$ cat src/design/ulep_pkg.sv
/*
  Constants, register map and types for the low-speed endpoint transmit
  and handshake control block.
  Assumes a 32-bit AXI4-Lite master and a packet engine on the same clock.
*/
// Function
// EP0 IN sends DATA0/DATA1 per toggle
// Software flips toggles, hardware never does
// EP0 stall answers IN/OUT with STALL
// SETUP token clears EP0 stall
// EP0 IN NAKs when disabled or done
// Software manages EP0 transmit enable
// EP0 OUT NAKs when disabled or done
// Software manages EP0 receive enable
// Four-bit byte counts, cleared by reset
// EP1/2 IN sends DATA0/DATA1 per toggle
// Select bit routes shared buffer
// EP2 IN NAKs when buffer selects EP1
// EP1/2 IN NAKs when disabled or done
// Software sets endpoint enable with transmit
// Force resume drives K state
// Software times resume 10 to 15 ms
// Forced resume never sets resume flag
// Auto status-out answers control read OUT
// Endpoint enables bits 3 and 2
// Stall bits 1 and 0, 7:5 reserved
// Reset clears control bits
// EP0 transmit-done set after ACK
// EP0 receive-done set after ACK
// Shared transmit-done set, then NAKs
// EP1/EP2 stall takes precedence
// EP0 stall beats NAK conditions
package ulep_pkg;
  // Register numbers are not word multiples: kept as word indexes
  localparam logic [7:0] IDX_EP0_CTRL   = 8'hea;
  localparam logic [7:0] IDX_SHARED_CTRL = 8'heb;
  localparam logic [7:0] IDX_EP_EN_STALL = 8'hec;
  localparam logic [7:0] IDX_DONE_FLAGS  = 8'he8;
  // Bit positions, control endpoint, shared and enable/stall registers
  localparam int B_TOG = 7;
  localparam int B_EP0_STALL = 6;
  localparam int B_TXE = 5;
  localparam int B_RXE = 4;
  localparam int B_SEL = 6;
  localparam int B_RESUME = 4;
  localparam int B_AUTO_STAT = 4;
  localparam int B_TWO_EN = 3;
  localparam int B_ONE_EN = 2;
  localparam int B_TWO_STALL = 1;
  localparam int B_ONE_STALL = 0;
  // Done flag register positions
  localparam int B_TXD0 = 4;
  localparam int B_RXD0 = 3;
  localparam int B_TXD1 = 2;
  localparam int B_WAKE_SEEN = 0;
  localparam int CNT_W = 4;
  localparam logic [7:0] RST_BYTE = 8'h00;
  localparam logic [1:0] RESP_OKAY = 2'b00;
  localparam logic [1:0] RESP_SLVERR = 2'b10;

  // Handshake decision
  typedef enum logic [2:0] {
    ULEP_ANS_NONE  = 3'h0,
    ULEP_ANS_DATA0 = 3'h1,
    ULEP_ANS_DATA1 = 3'h2,
    ULEP_ANS_NAK   = 3'h3,
    ULEP_ANS_STALL = 3'h4,
    ULEP_ANS_ACK   = 3'h5
  } ulep_ans_t;

  // Token kinds from the packet engine
  typedef enum logic [1:0] {
    ULEP_TOK_IN    = 2'h0,
    ULEP_TOK_OUT   = 2'h1,
    ULEP_TOK_SETUP = 2'h2
  } ulep_tok_t;
endpackage

$ cat src/design/ulep_ctl_if.sv
/*
  Carrier between the register file and the handshake decider.
  Assumes one clock domain.
*/
`timescale 1ns/1ps
interface ulep_ctl_if;
  import ulep_pkg::*;
  logic       ep0_tx_data_toggle;            // EP0 toggle
  logic       ep0_force_stall;               // EP0 stall
  logic       ep0_tx_enable;                 // EP0 transmit enable
  logic       ep0_rx_enable;                 // EP0 receive enable
  logic       ep12_tx_data_toggle;           // Shared toggle
  logic       shared_buffer_endpoint_select; // 0 EP1, 1 EP2
  logic       ep12_tx_enable;                // Shared transmit enable
  logic       auto_status_out;               // Auto status stage
  logic       endpoint_one_enable;           // EP1 enable
  logic       endpoint_two_enable;           // EP2 enable
  logic       endpoint_one_force_stall;      // EP1 stall
  logic       endpoint_two_force_stall;      // EP2 stall
  logic       ep0_tx_done_flag;              // EP0 sent
  logic       ep0_rx_done_flag;              // EP0 received
  logic       ep12_tx_done_flag;             // Shared sent
  logic       status_stage;                  // OUT ends control read
  logic       tok_valid;                     // Token pulse
  ulep_tok_t  tok_kind;                      // Token kind
  logic [1:0] tok_ep;                        // Token endpoint
  ulep_ans_t  answer;                        // Decided handshake
  modport regs (output ep0_tx_data_toggle, ep0_force_stall, ep0_tx_enable,
    ep0_rx_enable, ep12_tx_data_toggle, shared_buffer_endpoint_select,
    ep12_tx_enable, auto_status_out, endpoint_one_enable,
    endpoint_two_enable, endpoint_one_force_stall, endpoint_two_force_stall,
    ep0_tx_done_flag, ep0_rx_done_flag, ep12_tx_done_flag, status_stage,
    tok_valid, tok_kind, tok_ep, input answer);
  modport dec (input ep0_tx_data_toggle, ep0_force_stall, ep0_tx_enable,
    ep0_rx_enable, ep12_tx_data_toggle, shared_buffer_endpoint_select,
    ep12_tx_enable, auto_status_out, endpoint_one_enable,
    endpoint_two_enable, endpoint_one_force_stall, endpoint_two_force_stall,
    ep0_tx_done_flag, ep0_rx_done_flag, ep12_tx_done_flag, status_stage,
    tok_valid, tok_kind, tok_ep, output answer);
endinterface // ulep_ctl_if

$ cat src/design/ulep_decide.sv
/*
  Combinational handshake decision for one token.
  Assumes all inputs are registered in the caller's clock domain.
*/
`timescale 1ns/1ps
module ulep_decide
  import ulep_pkg::*;
(
  ulep_ctl_if.dec c
);
  // Priority: stall, then EP0 auto status ACK, then NAK terms, then data or ACK
  always_comb begin
    c.answer = ULEP_ANS_NONE;
    if (c.tok_valid) begin
      case (c.tok_ep)
        2'd0: begin
          // EP0 stall first
          if (c.ep0_force_stall && c.tok_kind != ULEP_TOK_SETUP) begin
            c.answer = ULEP_ANS_STALL;
          end else if (c.tok_kind == ULEP_TOK_IN) begin
            // NAK or toggle-driven data PID
            if (!c.ep0_tx_enable || c.ep0_tx_done_flag) begin
              c.answer = ULEP_ANS_NAK;
            end else begin
              c.answer = c.ep0_tx_data_toggle ? ULEP_ANS_DATA1
                                              : ULEP_ANS_DATA0;
            end
          end else if (c.tok_kind == ULEP_TOK_OUT) begin
            // Auto status stage is acknowledged unless EP0 stall is set
            if (c.auto_status_out && c.status_stage) begin
              c.answer = ULEP_ANS_ACK;
            // Receive gating
            end else if (!c.ep0_rx_enable || c.ep0_rx_done_flag) begin
              c.answer = ULEP_ANS_NAK;
            end else begin
              c.answer = ULEP_ANS_ACK;
            end
          end else begin
            c.answer = ULEP_ANS_ACK;
          end
        end
        2'd1, 2'd2: begin
          // Per-endpoint stall wins
          if ((c.tok_ep == 2'd1 && c.endpoint_one_force_stall) ||
              (c.tok_ep == 2'd2 && c.endpoint_two_force_stall)) begin
            c.answer = ULEP_ANS_STALL;
          end else if (c.tok_kind != ULEP_TOK_IN) begin
            c.answer = ULEP_ANS_NONE;
          // Shared enable and done gating
          end else if (!c.ep12_tx_enable || c.ep12_tx_done_flag) begin
            c.answer = ULEP_ANS_NAK;
          // Buffer must serve this endpoint
          end else if (c.shared_buffer_endpoint_select !=
                       (c.tok_ep == 2'd2)) begin
            c.answer = ULEP_ANS_NAK;
          end else if ((c.tok_ep == 2'd1 && !c.endpoint_one_enable) ||
                       (c.tok_ep == 2'd2 && !c.endpoint_two_enable)) begin
            c.answer = ULEP_ANS_NONE;
          end else begin
            // Shared toggle picks the PID
            c.answer = c.ep12_tx_data_toggle ? ULEP_ANS_DATA1
                                             : ULEP_ANS_DATA0;
          end
        end
        default: c.answer = ULEP_ANS_NONE;
      endcase
    end
  end
endmodule // ulep_decide

$ cat src/design/ulep_top.sv
/*
  Endpoint transmit control registers with an AXI4-Lite slave, token
  handshake answer, done flags and forced resume.
  Assumes tokens and ACK events come from a packet engine on clk.
  The resume line is taken from the pins and is synchronised here.
*/
`timescale 1ns/1ps
module ulep_top
  import ulep_pkg::*;
#(
  parameter int CNT_WIDTH = CNT_W
)(
  input  wire logic        clk,
  input  wire logic        reset,
  input  wire logic        clk_en,
  // AXI4-Lite slave
  input  wire logic [11:0] s_axi_awaddr,
  input  wire logic        s_axi_awvalid,
  output logic             s_axi_awready,
  input  wire logic [31:0] s_axi_wdata,
  input  wire logic [3:0]  s_axi_wstrb,
  input  wire logic        s_axi_wvalid,
  output logic             s_axi_wready,
  output logic [1:0]       s_axi_bresp,
  output logic             s_axi_bvalid,
  input  wire logic        s_axi_bready,
  input  wire logic [11:0] s_axi_araddr,
  input  wire logic        s_axi_arvalid,
  output logic             s_axi_arready,
  output logic [31:0]      s_axi_rdata,
  output logic [1:0]       s_axi_rresp,
  output logic             s_axi_rvalid,
  input  wire logic        s_axi_rready,
  // Packet engine side
  input  wire logic        tok_valid,
  input  wire logic [1:0]  tok_kind,
  input  wire logic [1:0]  tok_ep,
  input  wire logic        status_stage,
  input  wire logic        host_ack,
  input  wire logic        bus_activity_pin,
  output logic [2:0]       answer,
  output logic             answer_valid,
  output logic             drive_k_state,
  output logic             resume_detected_flag
);
  ulep_ctl_if c ();                 // Control carrier
  logic [7:0] ep0_q, ep0_d;         // Control endpoint register
  logic [7:0] shr_q, shr_d;         // Shared endpoint register
  logic [7:0] ens_q, ens_d;         // Enable and stall register
  logic [4:0] flg_q, flg_d;         // Done and resume flags
  logic       aw_q, aw_d;           // Write address held
  logic       w_q, w_d;             // Write data held
  logic [11:0] awa_q, awa_d;        // Held write address
  logic [31:0] wd_q, wd_d;          // Held write data
  logic       wb_q, wb_d;           // Write strobe lane 0 held
  logic       bv_q, bv_d;           // Write response pending
  logic [1:0] br_q, br_d;           // Write response code
  logic       rv_q, rv_d;           // Read data pending
  logic [31:0] rd_q, rd_d;          // Read data
  logic [1:0] rr_q, rr_d;           // Read response
  logic [2:0] ans_q, ans_d;         // Registered answer
  logic       av_q, av_d;           // Answer pulse
  logic [1:0] last_ep_q, last_ep_d; // Endpoint owed an ACK
  logic       last_in_q, last_in_d; // Last answer was data
  logic       last_out_q, last_out_d; // Last answer accepted OUT
  logic       act_s1_q, act_s2_q;   // Activity synchroniser
  logic       act_s3_q;             // Edge history
  logic       wr_go;                // Write completes this cycle
  logic [7:0] wr_idx;               // Write word index
  logic [7:0] rd_idx;               // Read word index

  // Word index from byte address
  assign wr_idx = awa_q[9:2];
  assign rd_idx = s_axi_araddr[9:2];
  assign wr_go  = aw_q && w_q && !bv_q;

  assign c.ep0_tx_data_toggle            = ep0_q[B_TOG];
  assign c.ep0_force_stall               = ep0_q[B_EP0_STALL];
  assign c.ep0_tx_enable                 = ep0_q[B_TXE];
  assign c.ep0_rx_enable                 = ep0_q[B_RXE];
  assign c.ep12_tx_data_toggle           = shr_q[B_TOG];
  assign c.shared_buffer_endpoint_select = shr_q[B_SEL];
  assign c.ep12_tx_enable                = shr_q[B_TXE];
  assign c.auto_status_out               = ens_q[B_AUTO_STAT];
  assign c.endpoint_one_enable           = ens_q[B_ONE_EN];
  assign c.endpoint_two_enable           = ens_q[B_TWO_EN];
  assign c.endpoint_one_force_stall      = ens_q[B_ONE_STALL];
  assign c.endpoint_two_force_stall      = ens_q[B_TWO_STALL];
  assign c.ep0_tx_done_flag              = flg_q[B_TXD0];
  assign c.ep0_rx_done_flag              = flg_q[B_RXD0];
  assign c.ep12_tx_done_flag             = flg_q[B_TXD1];
  assign c.status_stage                  = status_stage;
  assign c.tok_valid                     = tok_valid;
  assign c.tok_kind                      = ulep_tok_t'(tok_kind);
  assign c.tok_ep                        = tok_ep;

  // Handshake decision
  ulep_decide u_dec (
    .c (c)
  );

  // Bus slave, registers and flags: next values
  always_comb begin
    aw_d = aw_q; w_d = w_q; awa_d = awa_q; wd_d = wd_q; wb_d = wb_q;
    bv_d = bv_q; br_d = br_q; rv_d = rv_q; rd_d = rd_q; rr_d = rr_q;
    ep0_d = ep0_q; shr_d = shr_q; ens_d = ens_q; flg_d = flg_q;
    last_ep_d = last_ep_q; last_in_d = last_in_q; last_out_d = last_out_q;
    ans_d = 3'(c.answer);
    av_d = tok_valid && (c.answer != ULEP_ANS_NONE);
    // Channels are taken in either order
    if (s_axi_awvalid && !aw_q) begin
      aw_d = 1'b1;
      awa_d = s_axi_awaddr;
    end
    if (s_axi_wvalid && !w_q) begin
      w_d = 1'b1;
      wd_d = s_axi_wdata;
      wb_d = s_axi_wstrb[0];
    end
    if (bv_q && s_axi_bready) begin
      bv_d = 1'b0;
    end
    // Registers are 8 bits: only lane 0 matters
    if (wr_go) begin
      aw_d = 1'b0;
      w_d = 1'b0;
      bv_d = 1'b1;
      br_d = RESP_OKAY;
      case (wr_idx)
        // Byte counts writable
        IDX_EP0_CTRL:    if (wb_q) ep0_d = wd_q[7:0];
        IDX_SHARED_CTRL: if (wb_q) shr_d = wd_q[7:0];
        // Reserved bits 7:5 stay zero
        IDX_EP_EN_STALL: if (wb_q) ens_d = {3'b000, wd_q[4:0]};
        // Writing 0 clears a flag, writing 1 leaves it
        IDX_DONE_FLAGS:  if (wb_q) flg_d = flg_q & wd_q[4:0];
        default:         br_d = RESP_SLVERR;
      endcase
    end
    if (rv_q && s_axi_rready) begin
      rv_d = 1'b0;
    end
    if (s_axi_arvalid && !rv_q) begin
      rv_d = 1'b1;
      rr_d = RESP_OKAY;
      case (rd_idx)
        IDX_EP0_CTRL:    rd_d = {24'h000000, ep0_q};
        IDX_SHARED_CTRL: rd_d = {24'h000000, shr_q};
        IDX_EP_EN_STALL: rd_d = {24'h000000, ens_q};
        IDX_DONE_FLAGS:  rd_d = {27'h0000000, flg_q};
        default: begin
          rd_d = 32'h00000000;
          rr_d = RESP_SLVERR;
        end
      endcase
    end
    // SETUP clears EP0 stall, after any software write
    if (tok_valid && c.tok_kind == ULEP_TOK_SETUP) begin
      ep0_d[B_EP0_STALL] = 1'b0;
    end
    // Remember what an ACK would complete
    if (tok_valid) begin
      last_ep_d = tok_ep;
      last_in_d = (c.answer == ULEP_ANS_DATA0) ||
                  (c.answer == ULEP_ANS_DATA1);
      last_out_d = (c.answer == ULEP_ANS_ACK) &&
                   (c.tok_kind == ULEP_TOK_OUT) &&
                   !(c.auto_status_out && status_stage);
    end
    // Accepted OUT sets receive done (set wins over clear)
    if (av_q && last_out_q && last_ep_q == 2'd0) begin
      flg_d[B_RXD0] = 1'b1;
    end
    // Host ACK sets transmit done
    if (host_ack && last_in_q) begin
      if (last_ep_q == 2'd0) begin
        flg_d[B_TXD0] = 1'b1;
      end else begin
        flg_d[B_TXD1] = 1'b1;
      end
      last_in_d = 1'b0;
    end
    // Only synchronised outside activity sets the flag
    if (act_s2_q && !act_s3_q && !shr_q[B_RESUME]) begin
      flg_d[B_WAKE_SEEN] = 1'b1;
    end
    // Toggles are never flipped here
  end

  // Register stage
  always_ff @(posedge clk or posedge reset) begin
    if (reset) begin
      // Control bits and counts clear
      ep0_q <= RST_BYTE; shr_q <= RST_BYTE; ens_q <= RST_BYTE;
      flg_q <= 5'h00;
      aw_q <= 1'b0; w_q <= 1'b0; awa_q <= 12'h000; wd_q <= 32'h00000000;
      wb_q <= 1'b0; bv_q <= 1'b0; br_q <= RESP_OKAY; rv_q <= 1'b0;
      rd_q <= 32'h00000000; rr_q <= RESP_OKAY;
      ans_q <= 3'h0; av_q <= 1'b0;
      last_ep_q <= 2'h0; last_in_q <= 1'b0; last_out_q <= 1'b0;
      act_s1_q <= 1'b0; act_s2_q <= 1'b0; act_s3_q <= 1'b0;
    end else if (clk_en) begin
      ep0_q <= ep0_d; shr_q <= shr_d; ens_q <= ens_d; flg_q <= flg_d;
      aw_q <= aw_d; w_q <= w_d; awa_q <= awa_d; wd_q <= wd_d; wb_q <= wb_d;
      bv_q <= bv_d; br_q <= br_d; rv_q <= rv_d; rd_q <= rd_d; rr_q <= rr_d;
      ans_q <= ans_d; av_q <= av_d;
      last_ep_q <= last_ep_d; last_in_q <= last_in_d;
      last_out_q <= last_out_d;
      // Second stage is the only reader of the first
      act_s1_q <= bus_activity_pin;
      act_s2_q <= act_s1_q;
      act_s3_q <= act_s2_q;
    end
  end

  // Outputs straight from flops
  assign s_axi_awready = !aw_q;
  assign s_axi_wready  = !w_q;
  assign s_axi_bvalid  = bv_q;
  assign s_axi_bresp   = br_q;
  assign s_axi_arready = !rv_q;
  assign s_axi_rvalid  = rv_q;
  assign s_axi_rdata   = rd_q;
  assign s_axi_rresp   = rr_q;
  assign answer        = ans_q;
  assign answer_valid  = av_q;
  // Forced resume drives K while the bit stands
  assign drive_k_state = shr_q[B_RESUME];
  assign resume_detected_flag = flg_q[B_WAKE_SEEN];

  // Stall on EP0 answers IN with STALL next cycle
  ep0_stall_a: assert property (@(posedge clk) disable iff (reset)
    clk_en && tok_valid && ep0_q[B_EP0_STALL] && tok_ep == 2'd0 &&
    tok_kind == ULEP_TOK_IN |=> ans_q == ULEP_ANS_STALL)
    else $error("ep0 stall not answered");
  // SETUP clears stall
  setup_clear_a: assert property (@(posedge clk) disable iff (reset)
    clk_en && tok_valid && tok_kind == ULEP_TOK_SETUP |=> !ep0_q[B_EP0_STALL])
    else $error("setup left stall");
  // EP0 IN NAK
  ep0_in_nak_a: assert property (@(posedge clk) disable iff (reset)
    clk_en && tok_valid && tok_ep == 2'd0 && tok_kind == ULEP_TOK_IN &&
    !ep0_q[B_EP0_STALL] && (!ep0_q[B_TXE] || flg_q[B_TXD0])
    |=> ans_q == ULEP_ANS_NAK) else $error("ep0 in not nak");
  // EP0 data PID follows toggle
  ep0_pid_a: assert property (@(posedge clk) disable iff (reset)
    clk_en && tok_valid && tok_ep == 2'd0 && tok_kind == ULEP_TOK_IN &&
    !ep0_q[B_EP0_STALL] && ep0_q[B_TXE] && !flg_q[B_TXD0]
    |=> ans_q == (ep0_q[B_TOG] ? ULEP_ANS_DATA1 : ULEP_ANS_DATA0))
    else $error("ep0 pid wrong");
  // EP0 OUT NAK
  ep0_out_nak_a: assert property (@(posedge clk) disable iff (reset)
    clk_en && tok_valid && tok_ep == 2'd0 && tok_kind == ULEP_TOK_OUT &&
    !ep0_q[B_EP0_STALL] && !(ens_q[B_AUTO_STAT] && status_stage) &&
    (!ep0_q[B_RXE] || flg_q[B_RXD0]) |=> ans_q == ULEP_ANS_NAK)
    else $error("ep0 out not nak");
  // EP2 with buffer on EP1 NAKs
  ep2_sel_a: assert property (@(posedge clk) disable iff (reset)
    clk_en && tok_valid && tok_ep == 2'd2 && tok_kind == ULEP_TOK_IN &&
    !ens_q[B_TWO_STALL] && !shr_q[B_SEL] |=> ans_q == ULEP_ANS_NAK)
    else $error("ep2 select not nak");
  // EP1 stall wins
  ep1_stall_a: assert property (@(posedge clk) disable iff (reset)
    clk_en && tok_valid && tok_ep == 2'd1 && ens_q[B_ONE_STALL]
    |=> ans_q == ULEP_ANS_STALL) else $error("ep1 stall lost");
  // Reserved bits stay zero
  reserved_zero_a: assert property (@(posedge clk) disable iff (reset)
    ens_q[7:5] == 3'b000) else $error("reserved bits set");
  // Resume drive never raises flag by itself
  resume_flag_a: assert property (@(posedge clk) disable iff (reset)
    clk_en && shr_q[B_RESUME] && !flg_q[B_WAKE_SEEN] |=> !flg_q[B_WAKE_SEEN])
    else $error("forced resume set flag");
endmodule // ulep_top

$ cat config.mk
export PLATFORM = sky130hd
export DESIGN_NAME = ulep_top
export DESIGN_NICKNAME = d
export VERILOG_FILES = /design/src/design/ulep_pkg.sv /design/src/design/ulep_ctl_if.sv /design/src/design/ulep_decide.sv /design/src/design/ulep_top.sv
export SDC_FILE = /design/constraint.sdc
export NUM_CORES = 1
export LEC_CHECK = 0
export ABC_AREA = 1
export BUFFER_PORTS_ARGS = -buffer_cell sky130_fd_sc_hd__buf_2
export CORE_MARGIN = 1
export CORE_UTILIZATION = 54
export CTS_CLUSTER_DIAMETER = 60
export DETAILED_ROUTE_END_ITERATION = 10
export GPL_ROUTABILITY_DRIVEN = 0
export GPL_TIMING_DRIVEN = 0
export PLACE_DENSITY = 0.85
export REMOVE_ABC_BUFFERS = 1
export SETUP_SLACK_MARGIN = 0.15
export SYNTH_ARGS = -nofsm -noshare
export SYNTH_HDL_FRONTEND = slang
export SYNTH_SLANG_ARGS = --single-unit
$ cat constraint.sdc
create_clock -name clk -period 3.1 [get_ports clk]
set_input_delay 0 -clock clk [delete_from_list [all_inputs] [get_ports clk]]
set_output_delay 0 -clock clk [all_outputs]
set_load 0.1 [all_outputs]
Word-level counts from Yosys, hierarchy flattened
Cells that the tools add are included.
Widths: inputs -> output; s select.
- output and inout port bits: 47
- register bits: 96
- bits of input ports: 76
- word-level logic and storage cells: 164
- bitwise gates (word level): 1
- muxes and demuxes: 41
- reduce and logical (&&, ||, !) cells: 79
- eq/ne operators: 17
- operator list (operator ; number):
    $eq 8x8->1 const B ; 8
    $mux 3 ; 12
    $pmux 8 s4 ; 1
    $reduce_bool 2->1 ; 15
    $reduce_and 4->1 ; 7
    $logic_and 1x1->1 ; 22
    $mux 7 ; 3
    $reduce_and 2->1 ; 10
    $mux 1 ; 17
    $mux 5 ; 3
    $logic_not 1->1 ; 12
    $mux 2 ; 4
    $reduce_or 4->1 ; 2
    $logic_not 2->1 ; 3
    $logic_or 1x1->1 ; 6
    $pmux 3 s2 ; 1
    $and 5x5->5 ; 1
    $eq 2x1->1 const B ; 2
    $eq 2x2->1 const B ; 2
    $eq 3x1->1 const B ; 1
    $eq 3x2->1 const B ; 1
    $eq 3x3->1 const B ; 1
    $reduce_bool 3->1 ; 1
    $ne 2x2->1 const B ; 1
    other kinds (2) ; 2

Logic depth before layout (Yosys ltp)
Gate-level depths: netlist (run 1).
- depth in word-level cells: 14
- mapped depth: 12
- depth with buffers taken out: 12

Hierarchy
Synthesis (run 1) repeated with hierarchy kept, for this count alone.
- cells, all modules: 456
- area, all modules: 3599.7 um2
- by module, submodules not included (module ; cells an instance ; instances ; area each (um2) ; sequential area each (um2)):
    ulep_top ; 399 ; 1 ; 3328.2 ; 1701.6
    ulep_decide ; 57 ; 1 ; 271.5 ; 0.0

Worst setup path before layout (run 1)
Ideal clock, no wire load.
- path type: register -> register
- start point: reg rv_q (netlist: s_axi_rvalid)
- end point: reg rr_q[1] (netlist: s_axi_rresp[1])
- cell stages (with the launch flop): 6
- slack: 0.731 ns
- arrival: 2.285 ns
- cells stage by stage: dfrtp_1 inv_1 nand3_1 clkbuf_1 nand2_1 o21ai_0
- word-level cells in the longest chain between the ends: 3
- ends and longest elaborated chain (what ; line ; RTL):
    start: declaration ; ulep_top.sv:58 ; logic rv_q, rv_d;
    start signal: assignment ; ulep_top.sv:205 ; bv_q <= bv_d; br_q <= br_d; rv_q <= rv_d; rd_q <= rd_d; rr_q <= rr_d;
    $logic_not 1->1 ; - ;
    net s_axi_arready ; ulep_top.sv:29 ; output logic s_axi_arready,
    $logic_and 1x1->1 ; ulep_top.sv:143 ; if (s_axi_arvalid && !rv_q) begin
    $reduce_and 2->1 (no source line) ; - ;
    end signal: assignment ; ulep_top.sv:205 ;
    end: declaration ; ulep_top.sv:60 ; logic [1:0] rr_q, rr_d;
The timed path passes the listed nets, and every way through them passes these cells.
A chain may end at the register's enable or synchronous reset.

Final worst setup path (run 1)
- start point: reg bv_q (netlist: s_axi_bvalid)
- end point: reg flg_q[2]
- word-level cells in the longest chain between the ends: 5
- ends and longest elaborated chain (what ; line ; RTL):
    start: declaration ; ulep_top.sv:56 ; logic bv_q, bv_d;
    start signal: assignment ; ulep_top.sv:205 ;
    $logic_not 1->1 (*) ; ulep_top.sv:75 ; assign wr_go = aw_q && w_q && !bv_q;
    $logic_and 1x1->1 (*) ; ulep_top.sv:75 ;
    $mux 5 (*) ; ulep_top.sv:124 ; if (wr_go) begin
    $mux 1 ; ulep_top.sv:176 ; if (last_ep_q == 2'd0) begin
    $mux 1 (*) ; ulep_top.sv:175 ; if (host_ack && last_in_q) begin
    end signal: assignment ; ulep_top.sv:203 ; ep0_q <= ep0_d; shr_q <= shr_d; ens_q <= ens_d; flg_q <= flg_d;
    end: declaration ; ulep_top.sv:50 ; logic [4:0] flg_q, flg_d;
Mark *: on every way between the ends. The rest lies on a longest branch, timed or not. The select of a mux whose other input is x is not followed.

==> summary.json, run 1 <==
{
  "status": {"value": "finished, final reports clean"},
  "fmax": {"value": 0.584, "unit": "GHz"},
  "maxCapViolCount": {"value": 0},
  "fp.dieH": {"value": 82.7, "unit": "µm"},
  "tritoncts": {"value": "yes"},
  "synth_warnings": {"value": 0},
  "fp.dieArea": {"value": 6840, "unit": "µm²"},
  "final_min_period_over_clock_period": {"value": 0.552},
  "first_pass_grt_wire_length": {"value": 12100, "unit": "µm"},
  "final.setup.tns": {"value": 0, "unit": "ns"},
  "cts-root-to-sink-buffers": {"value": 2},
  "clkLatencyLatePin": {"value": 0.35, "unit": "ns"},
  "cp-end-kind": {"value": "register"},
  "synth.ff_latch_count": {"value": 68},
  "synthesis.area": {"value": 3520, "unit": "µm²"},
  "dp_hpwl": {"value": 5360, "unit": "µm"},
  "path_cells": {"value": "nor3_4, nand2_4, nor2_4, nand3_2, o21ai_1, o31ai_1"},
  "floorplan.io_pins": {"value": 123},
  "slew_headroom": {"value": 0.599},
  "crit_path_start_kind": {"value": "register"},
  "post_dp_area": {"value": 3790, "unit": "µm²"},
  "drt-pass1-iter-count": {"value": 6},
  "crit_path_max_fanout": {"value": 7},
  "clock-sinks": {"value": 68},
  "num-nets-final": {"value": 587},
  "setup.worst_path.class": {"value": "reg2reg"},
  "slowest_delay": {"value": 0.42, "unit": "ns"},
  "pin_count_of_the_biggest_net_entering_global_routing": {"value": 46},
  "floorplan.initialDensity": {"value": 0.557},
  "first_global_vias": {"value": 2722},
  "floorplan.die.width": {"value": 82.7, "unit": "µm"},
  "post_cts.repair.setup_buffers": {"value": 0},
  "core_region_area": {"value": 6310, "unit": "µm²"},
  "route.final.wire_length": {"value": 7650, "unit": "µm"},
  "route.detailed.drc": {"value": 0},
  "wl_per_cell": {"value": 13.0, "unit": "µm"},
  "tightestPinTransition": {"value": 0.600, "unit": "ns"},
  "antenna_found_initial": {"value": 0},
  "antenna_left": {"value": 0},
  "postLayoutCellArea": {"value": 4250, "unit": "µm²"},
  "portBuffers": {"value": 61},
  "worst_clock_skew": {"value": 0.00678, "unit": "ns"},
  "gr-usage-all-layers": {"value": 0.241},
  "cts_inserted_buffers": {"value": 9},
  "final_layout_size_suffix_gt1_frac": {"value": 0.223},
  "period_needed": {"value": 1.71, "unit": "ns"},
  "grt_setup_unrepaired": {"value": "no"},
  "standard_cell_rows": {"value": 29},
  "first_iter_violations": {"value": 237},
  "netlist_instances": {"value": 417},
  "slew_violations": {"value": 0},
  "power.density": {"value": 684, "unit": "nW/µm²"},
  "grt_overflow_total": {"value": 0},
  "vdd.ir_drop.worst": {"value": 0.606, "unit": "mV"},
  "cp.required": {"value": 3.32, "unit": "ns"},
  "antenna-diode-count": {"value": 0},
  "worst_setup_hold_path_clk_slew": {"value": 0.07, "unit": "ns"},
  "slowest_stage": {"value": "sky130_fd_sc_hd__dfrtp_1"},
  "yosysSeqAreaShare": {"value": 0.484},
  "viasPerCell": {"value": 5.09},
  "clock_tree.htree_level_count": {"value": 3},
  "syn_to_final_growth": {"value": 20.8, "unit": "%"},
  "hold_path.class": {"value": "in2reg"},
  "root_buffer": {"value": "sky130_fd_sc_hd__clkbuf_8"},
  "finalSetupViolations": {"value": 0},
  "timing_hold_violations_final": {"value": 0},
  "worstPathArrival": {"value": 1.93, "unit": "ns"},
  "vias": {"value": 2992},
  "synth_cell_types": {"value": 32},
  "synthesis.area_per_instance": {"value": 8.43, "unit": "µm²"},
  "power_leakage": {"value": 0.00223, "unit": "µW"}
}
what timing repair did:
item,4_1_cts,5_1_grt
hold buffers,25,0
resized for setup,0,0
endpoints found under the hold margin,48,0
logic make-up (layout without fill, tap and decap cells):
logic type | after synthesis | in the layout | share of synthesized area
AOI/OAI and AO/OA | 75 | 75 | 0.128
adders and majority gates | 4 | 4 | 0.0142
buffers and inverters | 84 | 153 | 0.122
DFF | 68 | 68 | 0.484
muxes | 3 | 3 | 0.00961
other | 1 | 26 | 0.00107
and+or+nand+nor | 182 | 182 | 0.241
sequential cells by signal, summed over array words and instances (netlist names), 3 cells and up:
name	flops
ens_q	5
s_axi_rdata	8
flg_q	5
wd_q	8
awa_q	8
ep0_q	8
shr_q	8
answer	3
area by class of cell:
cell class,count,area [µm²]
repair buffers,87,576
well taps,77,96.3
clock inverters,1,30.0
clock buffers,14,173
fillers,526,2070
multi-input cells,290,1480
flip-flops and latches,68,1700
inverters,51,191
critical path: cells and delay by family, from the launching register on:
| family | cells | cell delay [ns] |
|---|---|---|
| DFF | 1 | 0.42 |
| AOI/OAI and AO/OA | 2 | 0.35 |
| and+or+nand+nor | 4 | 0.81 |
synth_stat cells:
master | instances | area share
sky130_fd_sc_hd__nand2_1 | 115 | 0.12
sky130_fd_sc_hd__dfrtp_1 | 68 | 0.48
sky130_fd_sc_hd__inv_1 | 48 | 0.051
sky130_fd_sc_hd__nor2_1 | 31 | 0.033
sky130_fd_sc_hd__buf_4 | 26 | 0.056
sky130_fd_sc_hd__o21ai_0 | 25 | 0.036
sky130_fd_sc_hd__a21oi_1 | 18 | 0.026
sky130_fd_sc_hd__nand3_1 | 15 | 0.021
sky130_fd_sc_hd__o21ai_2 | 15 | 0.037
sky130_fd_sc_hd__o21ai_1 | 7 | 0.010
sky130_fd_sc_hd__o22ai_1 | 5 | 0.0089
sky130_fd_sc_hd__clkbuf_1 | 4 | 0.0043
sky130_fd_sc_hd__ha_1 | 4 | 0.014
sky130_fd_sc_hd__nand2_2 | 4 | 0.0071
sky130_fd_sc_hd__inv_2 | 3 | 0.0032
sky130_fd_sc_hd__mux2_2 | 3 | 0.0096
sky130_fd_sc_hd__nand4_1 | 3 | 0.0053
sky130_fd_sc_hd__nor3_4 | 3 | 0.014
sky130_fd_sc_hd__buf_6 | 2 | 0.0064
sky130_fd_sc_hd__nand2_4 | 2 | 0.0064
sky130_fd_sc_hd__nand3_2 | 2 | 0.0057
sky130_fd_sc_hd__nor2_4 | 2 | 0.0064
sky130_fd_sc_hd__o21bai_1 | 2 | 0.0043
sky130_fd_sc_hd__o31ai_1 | 2 | 0.0043
sky130_fd_sc_hd__a21boi_0 | 1 | 0.0021
sky130_fd_sc_hd__buf_2 | 1 | 0.0014
sky130_fd_sc_hd__conb_1 | 1 | 0.0011
sky130_fd_sc_hd__nand3_4 | 1 | 0.0050
sky130_fd_sc_hd__nand4_2 | 1 | 0.0036
sky130_fd_sc_hd__nor3_1 | 1 | 0.0014
sky130_fd_sc_hd__nor3_2 | 1 | 0.0028
sky130_fd_sc_hd__nor4_4 | 1 | 0.0060
per-stage QoR:
| step | util | setup slack [ns] | power (µW) | std cells | hold WS (ns) |
|---|---|---|---|---|---|
| after global routing | 0.673 | 1.23 | 3040 | 588 | 0.0190 |
| final | 0.673 | 1.39 | 2900 | 588 | 0.00936 |
| after detailed placement | 0.601 | 1.40 | 2140 | 548 | 0.0704 |
| after floorplan | - | 0.612 | 1960 | 409 | 0.107 |
| after CTS | 0.673 | 1.38 | 2920 | 588 | 0.00472 |
| after global placement | 0.598 | 0.638 | 2110 | 547 | 0.209 |
power by group:
group / leakage [µW] / total (µW) / internal (µW) / switching [µW]
clock network: 0.000103 / 752 / 434 / 318
logic: 0.00127 / 966 / 203 / 763
registers: 0.000859 / 1190 / 1070 / 120
total: 0.00223 / 2900 / 1700 / 1200
path summary, 6_finish.rpt:
kind                                          start                    endpoint  slack [ns]  depth (start not counted)
max in group asynchronous                     reset  s_axi_rdata[1]$_DFFE_PP0P_        2.26                          4
min in group asynchronous                     reset         wd_q[7]$_DFFE_PP0P_        0.23                          3
setup reg to reg           s_axi_bvalid$_DFFE_PP0P_        flg_q[2]$_DFFE_PP0P_        1.39                          6
setup / recovery           s_axi_bvalid$_DFFE_PP0P_        flg_q[2]$_DFFE_PP0P_        1.39                          6
hold / removal                            tok_ep[0]    last_ep_q[0]$_DFFE_PP0P_       0.009                          3
hold reg to reg                act_s3_q$_DFFE_PP0P_        act_s3_q$_DFFE_PP0P_        0.47                          2
layout by cell type (no fill, tap or decap), types with 2 or more instances in the layout:
master	instances
sky130_fd_sc_hd__a21oi_1	18
sky130_fd_sc_hd__buf_2	61
sky130_fd_sc_hd__clkbuf_1	2
sky130_fd_sc_hd__clkbuf_8	12
sky130_fd_sc_hd__conb_1	26
sky130_fd_sc_hd__dfrtp_1	68
sky130_fd_sc_hd__dlygate4sd3_1	25
sky130_fd_sc_hd__ha_1	4
sky130_fd_sc_hd__inv_1	47
sky130_fd_sc_hd__inv_2	4
sky130_fd_sc_hd__mux2_2	3
sky130_fd_sc_hd__nand2_1	115
sky130_fd_sc_hd__nand2_2	4
sky130_fd_sc_hd__nand2_4	2
sky130_fd_sc_hd__nand3_1	15
sky130_fd_sc_hd__nand3_2	2
sky130_fd_sc_hd__nand4_1	3
sky130_fd_sc_hd__nor2_1	31
sky130_fd_sc_hd__nor2_4	2
sky130_fd_sc_hd__nor3_4	3
sky130_fd_sc_hd__o21ai_0	25
sky130_fd_sc_hd__o21ai_1	7
sky130_fd_sc_hd__o21ai_2	15
sky130_fd_sc_hd__o21bai_1	2
sky130_fd_sc_hd__o22ai_1	5
sky130_fd_sc_hd__o31ai_1	2
layer usage:
metal	track usage	vias to the layer above	share of wire
met2	0.412	103	0.50
met5	0	-	0
li1	-	1466	-
met3	0.0495	21	0.053
met4	0.102	0	0.023
met1	0.296	1402	0.42
(Power assumes the default switching activity.)
==> run 2, diff against run 1 <==
--- a/config.mk
+++ b/config.mk
@@ -5,15 +5,15 @@
 export SDC_FILE = /design/constraint.sdc
 export NUM_CORES = 1
 export LEC_CHECK = 0
-export ABC_AREA = 1
+export ABC_AREA = 0
 export BUFFER_PORTS_ARGS = -buffer_cell sky130_fd_sc_hd__buf_2
 export CORE_MARGIN = 1
-export CORE_UTILIZATION = 54
+export CORE_UTILIZATION = 45
 export CTS_CLUSTER_DIAMETER = 60
 export DETAILED_ROUTE_END_ITERATION = 10
 export GPL_ROUTABILITY_DRIVEN = 0
 export GPL_TIMING_DRIVEN = 0
-export PLACE_DENSITY = 0.85
+export PLACE_DENSITY = 0.77
 export REMOVE_ABC_BUFFERS = 1
 export SETUP_SLACK_MARGIN = 0.15
 export SYNTH_ARGS = -nofsm -noshare
==> constraint.sdc (replaced) <==
create_clock -name clk -period 1.45 [get_ports clk]
set_input_delay 0 -clock clk [delete_from_list [all_inputs] [get_ports clk]]
set_output_delay 0 -clock clk [all_outputs]
set_load 0.1 [all_outputs]
==> summary.json, run 2 <==
{
  "status": {"value": "finished, violations left", "change": "was finished, final reports clean"},
  "failed_checks": {"value": "negative setup slack"},
  "power.density": {"value": 1460, "unit": "nW/µm²", "change": "was 684 nW/µm²"},
  "worst_clock_skew": {"value": 0.0112, "unit": "ns", "change": "was 0.00678 ns"},
  "worst_slack": {"value": -0.463, "unit": "ns", "change": "was 1.39 ns"},
  "pwr-share-comb": {"value": 0.294, "change": "was 0.333"},
  "syn_to_final_growth": {"value": 34.4, "unit": "%", "change": "was 20.8%"},
  "slew_violations": {"value": 0, "change": "unchanged"},
  "critPathBufInv": {"value": 1, "change": "was 0"},
  "netSwitchingFraction": {"value": 0.358, "change": "was 0.414"},
  "synth_flop_cell": {"value": "sky130_fd_sc_hd__dfrtp_1", "change": "unchanged"},
  "slowest_stage": {"value": "sky130_fd_sc_hd__dfrtp_1", "change": "unchanged"},
  "hold_path.class": {"value": "in2reg", "change": "unchanged"},
  "netlist.area_leader.share": {"value": 0.513, "change": "was 0.484"},
  "antenna_left": {"value": 0, "change": "unchanged"},
  "slowest_delay": {"value": 0.39, "unit": "ns", "change": "was 0.42 ns"},
  "vias": {"value": 2553, "change": "was 2992"},
  "antenna-diode-count": {"value": 0, "change": "unchanged"},
  "netlist_instances": {"value": 296, "change": "was 417"},
  "synth.ff_latch_count": {"value": 68, "change": "unchanged"},
  "mostFrequentLayoutCell": {"value": "sky130_fd_sc_hd__dfrtp_1", "change": "was sky130_fd_sc_hd__nand2_1"},
  "grt_overflow_total": {"value": 0, "change": "unchanged"},
  "clock-sinks": {"value": 68, "change": "unchanged"},
  "fp.dieArea": {"value": 7710, "unit": "µm²", "change": "was 6840 µm²"},
  "final_min_period_over_clock_period": {"value": 1.32, "change": "was 0.552"},
  "min_delay_path_depth": {"value": 3, "change": "unchanged"},
  "seq_power_share": {"value": 0.409, "change": "was 0.408"},
  "worst_setup_hold_path_clk_slew": {"value": 0.07, "unit": "ns", "change": "about the same"},
  "cts_inserted_buffers": {"value": 9, "change": "unchanged"},
  "final-instance-count-excl-fill": {"value": 503, "change": "was 588"},
  "period_needed": {"value": 1.91, "unit": "ns", "change": "was 1.71 ns"},
  "asyncSetResetFlopFracSynth": {"value": 1.00, "change": "unchanged"},
  "finalSetupViolations": {"value": 30, "change": "was 0"},
  "path_depth": {"value": 6, "change": "unchanged"},
  "layout.core_utilization": {"value": 0.641, "change": "was 0.673"},
  "cp-end-kind": {"value": "register", "change": "unchanged"},
  "synthesis.area": {"value": 3310, "unit": "µm²", "change": "was 3520 µm²"},
  "root_buffer": {"value": "sky130_fd_sc_hd__clkbuf_8", "change": "unchanged"},
  "synthMostInstantiatedCell": {"value": "sky130_fd_sc_hd__dfrtp_1", "change": "was sky130_fd_sc_hd__nand2_1"},
  "power_leakage": {"value": 0.00216, "unit": "µW", "change": "was 0.00223 µW"},
  "clock_tree.htree_level_count": {"value": 3, "change": "unchanged"},
  "fp.dieH": {"value": 87.8, "unit": "µm", "change": "was 82.7 µm"},
  "timing_hold_violations_final": {"value": 0, "change": "unchanged"},
  "clkLatencyLatePin": {"value": 0.36, "unit": "ns", "change": "was 0.35 ns"},
  "first_pass_grt_wire_length": {"value": 12100, "unit": "µm", "change": "about the same"},
  "pin_count_of_the_biggest_net_entering_global_routing": {"value": 36, "change": "was 46"},
  "num-nets-final": {"value": 482, "change": "was 587"},
  "gr-usage-all-layers": {"value": 0.212, "change": "was 0.241"},
  "route.final.wire_length": {"value": 7560, "unit": "µm", "change": "was 7650 µm"},
  "num-fill-cells": {"value": 525, "change": "was 526"},
  "postLayoutCellArea": {"value": 4450, "unit": "µm²", "change": "was 4250 µm²"},
  "number_of_flops_mapped_to_enable_cells_by_yosys": {"value": 0, "change": "unchanged"},
  "portBuffers": {"value": 61, "change": "unchanged"},
  "antenna_found_initial": {"value": 0, "change": "unchanged"},
  "setup.worst_path.class": {"value": "reg2reg", "change": "unchanged"},
  "synth_cell_types": {"value": 43, "change": "was 32"},
  "synthTopCellsByCount": {"value": "68 x sky130_fd_sc_hd__dfrtp_1, 41 x sky130_fd_sc_hd__mux2_2, 27 x sky130_fd_sc_hd__buf_4", "change": "was 115 x sky130_fd_sc_hd__nand2_1, 68 x sky130_fd_sc_hd__dfrtp_1, 48 x sky130_fd_sc_hd__inv_1"},
  "dp_hpwl": {"value": 4850, "unit": "µm", "change": "was 5360 µm"},
  "grt_setup_unrepaired": {"value": "yes", "change": "was no"},
  "synth.area.top_cells": {"value": "sky130_fd_sc_hd__dfrtp_1 51%, sky130_fd_sc_hd__mux2_2 14%, sky130_fd_sc_hd__buf_4 6.1%, sky130_fd_sc_hd__mux2i_1 3.0%, sky130_fd_sc_hd__o21ai_0 2.7%", "change": "was sky130_fd_sc_hd__dfrtp_1 48%, sky130_fd_sc_hd__nand2_1 12%, sky130_fd_sc_hd__buf_4 5.6%, sky130_fd_sc_hd__inv_1 5.1%, sky130_fd_sc_hd__o21ai_2 3.7%"},
  "maxCapViolCount": {"value": 0, "change": "unchanged"},
  "drt-pass1-iter-count": {"value": 5, "change": "was 6"},
  "standard_cell_rows": {"value": 30, "change": "was 29"},
  "layout_common_cells": {"value": "68 x sky130_fd_sc_hd__dfrtp_1, 58 x sky130_fd_sc_hd__buf_2, 27 x sky130_fd_sc_hd__mux2_2, 27 x sky130_fd_sc_hd__dlygate4sd3_1, 26 x sky130_fd_sc_hd__conb_1", "change": "was 115 x sky130_fd_sc_hd__nand2_1, 68 x sky130_fd_sc_hd__dfrtp_1, 61 x sky130_fd_sc_hd__buf_2"},
  "final_layout_size_suffix_gt1_frac": {"value": 0.386, "change": "was 0.223"},
  "synth_warnings": {"value": 0, "change": "unchanged"},
  "cts-root-to-sink-buffers": {"value": 2, "change": "unchanged"},
  "holdWs": {"value": 0.0484, "unit": "ns", "change": "was 0.00936 ns"},
  "route.detailed.drc": {"value": 0, "change": "unchanged"},
  "first_global_vias": {"value": 2479, "change": "was 2722"},
  "crit_path_start_kind": {"value": "register", "change": "unchanged"},
  "path_cells": {"value": "and4b_2, nand4_1, or2_4, nor3b_4, buf_12, mux2_4", "change": "was nor3_4, nand2_4, nor2_4, nand3_2, o21ai_1, o31ai_1"},
  "floorplan.die.width": {"value": 87.8, "unit": "µm", "change": "was 82.7 µm"},
  "floorplan.io_pins": {"value": 123, "change": "unchanged"},
  "crit_path_max_fanout": {"value": 8, "change": "was 7"},
  "yosysSeqAreaShare": {"value": 0.513, "change": "was 0.484"},
  "cp.required": {"value": 1.69, "unit": "ns", "change": "was 3.32 ns"},
  "kind_of_cell_adding_the_most_delay_to_the_critical_path": {"value": "simple AND/OR/NAND/NOR gates", "change": "unchanged"},
  "place.detailed.instances": {"value": 446, "change": "was 548"},
  "viasPerCell": {"value": 5.08, "change": "was 5.09"},
  "internal-power": {"value": 4180, "unit": "µW", "change": "was 1700 µW"},
  "worstPathArrival": {"value": 2.15, "unit": "ns", "change": "was 1.93 ns"},
  "switching_power": {"value": 2330, "unit": "µW", "change": "was 1200 µW"},
  "tritoncts": {"value": "yes", "change": "unchanged"},
  "synth_area_leader_cell": {"value": "sky130_fd_sc_hd__dfrtp_1", "change": "unchanged"},
  "post_dp_area": {"value": 3630, "unit": "µm²", "change": "was 3790 µm²"},
  "floorplan.initialDensity": {"value": 0.477, "change": "was 0.557"},
  "synthesis.area_per_instance": {"value": 11.2, "unit": "µm²", "change": "was 8.43 µm²"},
  "core_region_area": {"value": 6940, "unit": "µm²", "change": "was 6310 µm²"},
  "wl_per_cell": {"value": 15.0, "unit": "µm", "change": "was 13.0 µm"},
  "count_of_cells_along_the_worst_register_to_register_path": {"value": 6, "change": "unchanged"},
  "slew_headroom": {"value": 0.505, "change": "was 0.599"},
  "tightestPinTransition": {"value": 0.742, "unit": "ns", "change": "was 0.600 ns"},
  "clkPwrFrac": {"value": 0.297, "change": "was 0.259"},
  "vdd.ir_drop.worst": {"value": 1.41, "unit": "mV", "change": "was 0.606 mV"},
  "first_iter_violations": {"value": 116, "change": "was 237"},
  "fmax": {"value": 0.523, "unit": "GHz", "change": "was 0.584 GHz"}
}
-- run 2: cell types whose count changed after synthesis, sizes merged, moves of 10 or more --
cell   delta
o21ai    -29
nand2   -100
inv      -39
nand3    -11
nor2     -16
mux2i    +10
mux2     +38
-- run 2: cells by family after synthesis --
kind of cell,Yosys count,share of synthesized area
AND/OR/NAND/NOR,72,0.119
flip-flops,68,0.513
AO/OA/AOI/OAI,53,0.0944
multiplexers,51,0.169
buffers and inverters,45,0.0819
adder cells (fa/ha/maj),4,0.0151
XOR/XNOR,2,0.00529
other,1,0.00113
-- run 2: worst paths after layout --
check | to | startpoint | slack, ns
min in group asynchronous | s_axi_rdata[1]$_DFFE_PP0P_ | reset | 0.33
min | s_axi_rresp[1]$_DFFE_PP0P_ | s_axi_araddr[3] | 0.05
max | ep0_q[3]$_DFFE_PP0P_ | s_axi_bvalid$_DFFE_PP0P_ | -0.46
min reg2reg | s_axi_rdata[2]$_DFFE_PP0P_ | s_axi_rdata[2]$_DFFE_PP0P_ | 0.48
max in group asynchronous | flg_q[1]$_DFFE_PP0P_ | reset | 0.49
max reg2reg | ep0_q[3]$_DFFE_PP0P_ | s_axi_bvalid$_DFFE_PP0P_ | -0.46
-- run 2: power by group through the flow --
stage,logic [µW],clock network [µW],registers (µW)
floorplan,1140,0,2780
global placement,1610,0,2620
detailed placement,1650,0,2640
CTS,1830,1960,2640
global route,2030,2060,2710
finish,1910,1940,2660
-- run 2: layout make-up --
class                   count  area, µm²  area share
flip-flops and latches     68       1700       0.382
multi-input cells         208       1600       0.360
repair buffers            103        736       0.165
clock buffers              12        155      0.0348
well taps                  96        120      0.0270
clock inverters             4       95.1      0.0213
inverters                  12       45.0      0.0101
-- run 2: metrics by stage --
stage / setup WS [ns] / setup TNS, ns / total power [µW]
after floorplan: -0.981 / -56.88 / 3930
after global placement: -1.01 / -83.85 / 4240
after detailed placement: -0.741 / -16.10 / 4300
after CTS: -0.463 / -10.73 / 6420
after global routing: -0.509 / -12.22 / 6810
final: -0.463 / -10.85 / 6510
-- run 2: worst min-delay path, cell delays in order --
cell                       delay [ns]
sky130_fd_sc_hd__buf_2           0.15
sky130_fd_sc_hd__o21bai_1        0.13
sky130_fd_sc_hd__a31oi_1         0.08
-- run 2: timing repair --
action                                 4_1_cts  5_1_grt
setup endpoints to repair                   43       35
pin swaps                                   11        9
hold buffers                                27        0
resized for setup                           39       15
setup buffers                               11        3
cloned                                       0        0
endpoints found under the hold margin       60        0
-- run 2: layer usage --
metal | track usage | wire [µm] | vias up
li1 | - | - | 1205
met1 | 0.267 | 3390 | 1237
met2 | 0.347 | 3640 | 95
met3 | 0.0745 | 414 | 16
met4 | 0.0566 | 118 | 0
met5 | 0 | 0 | -
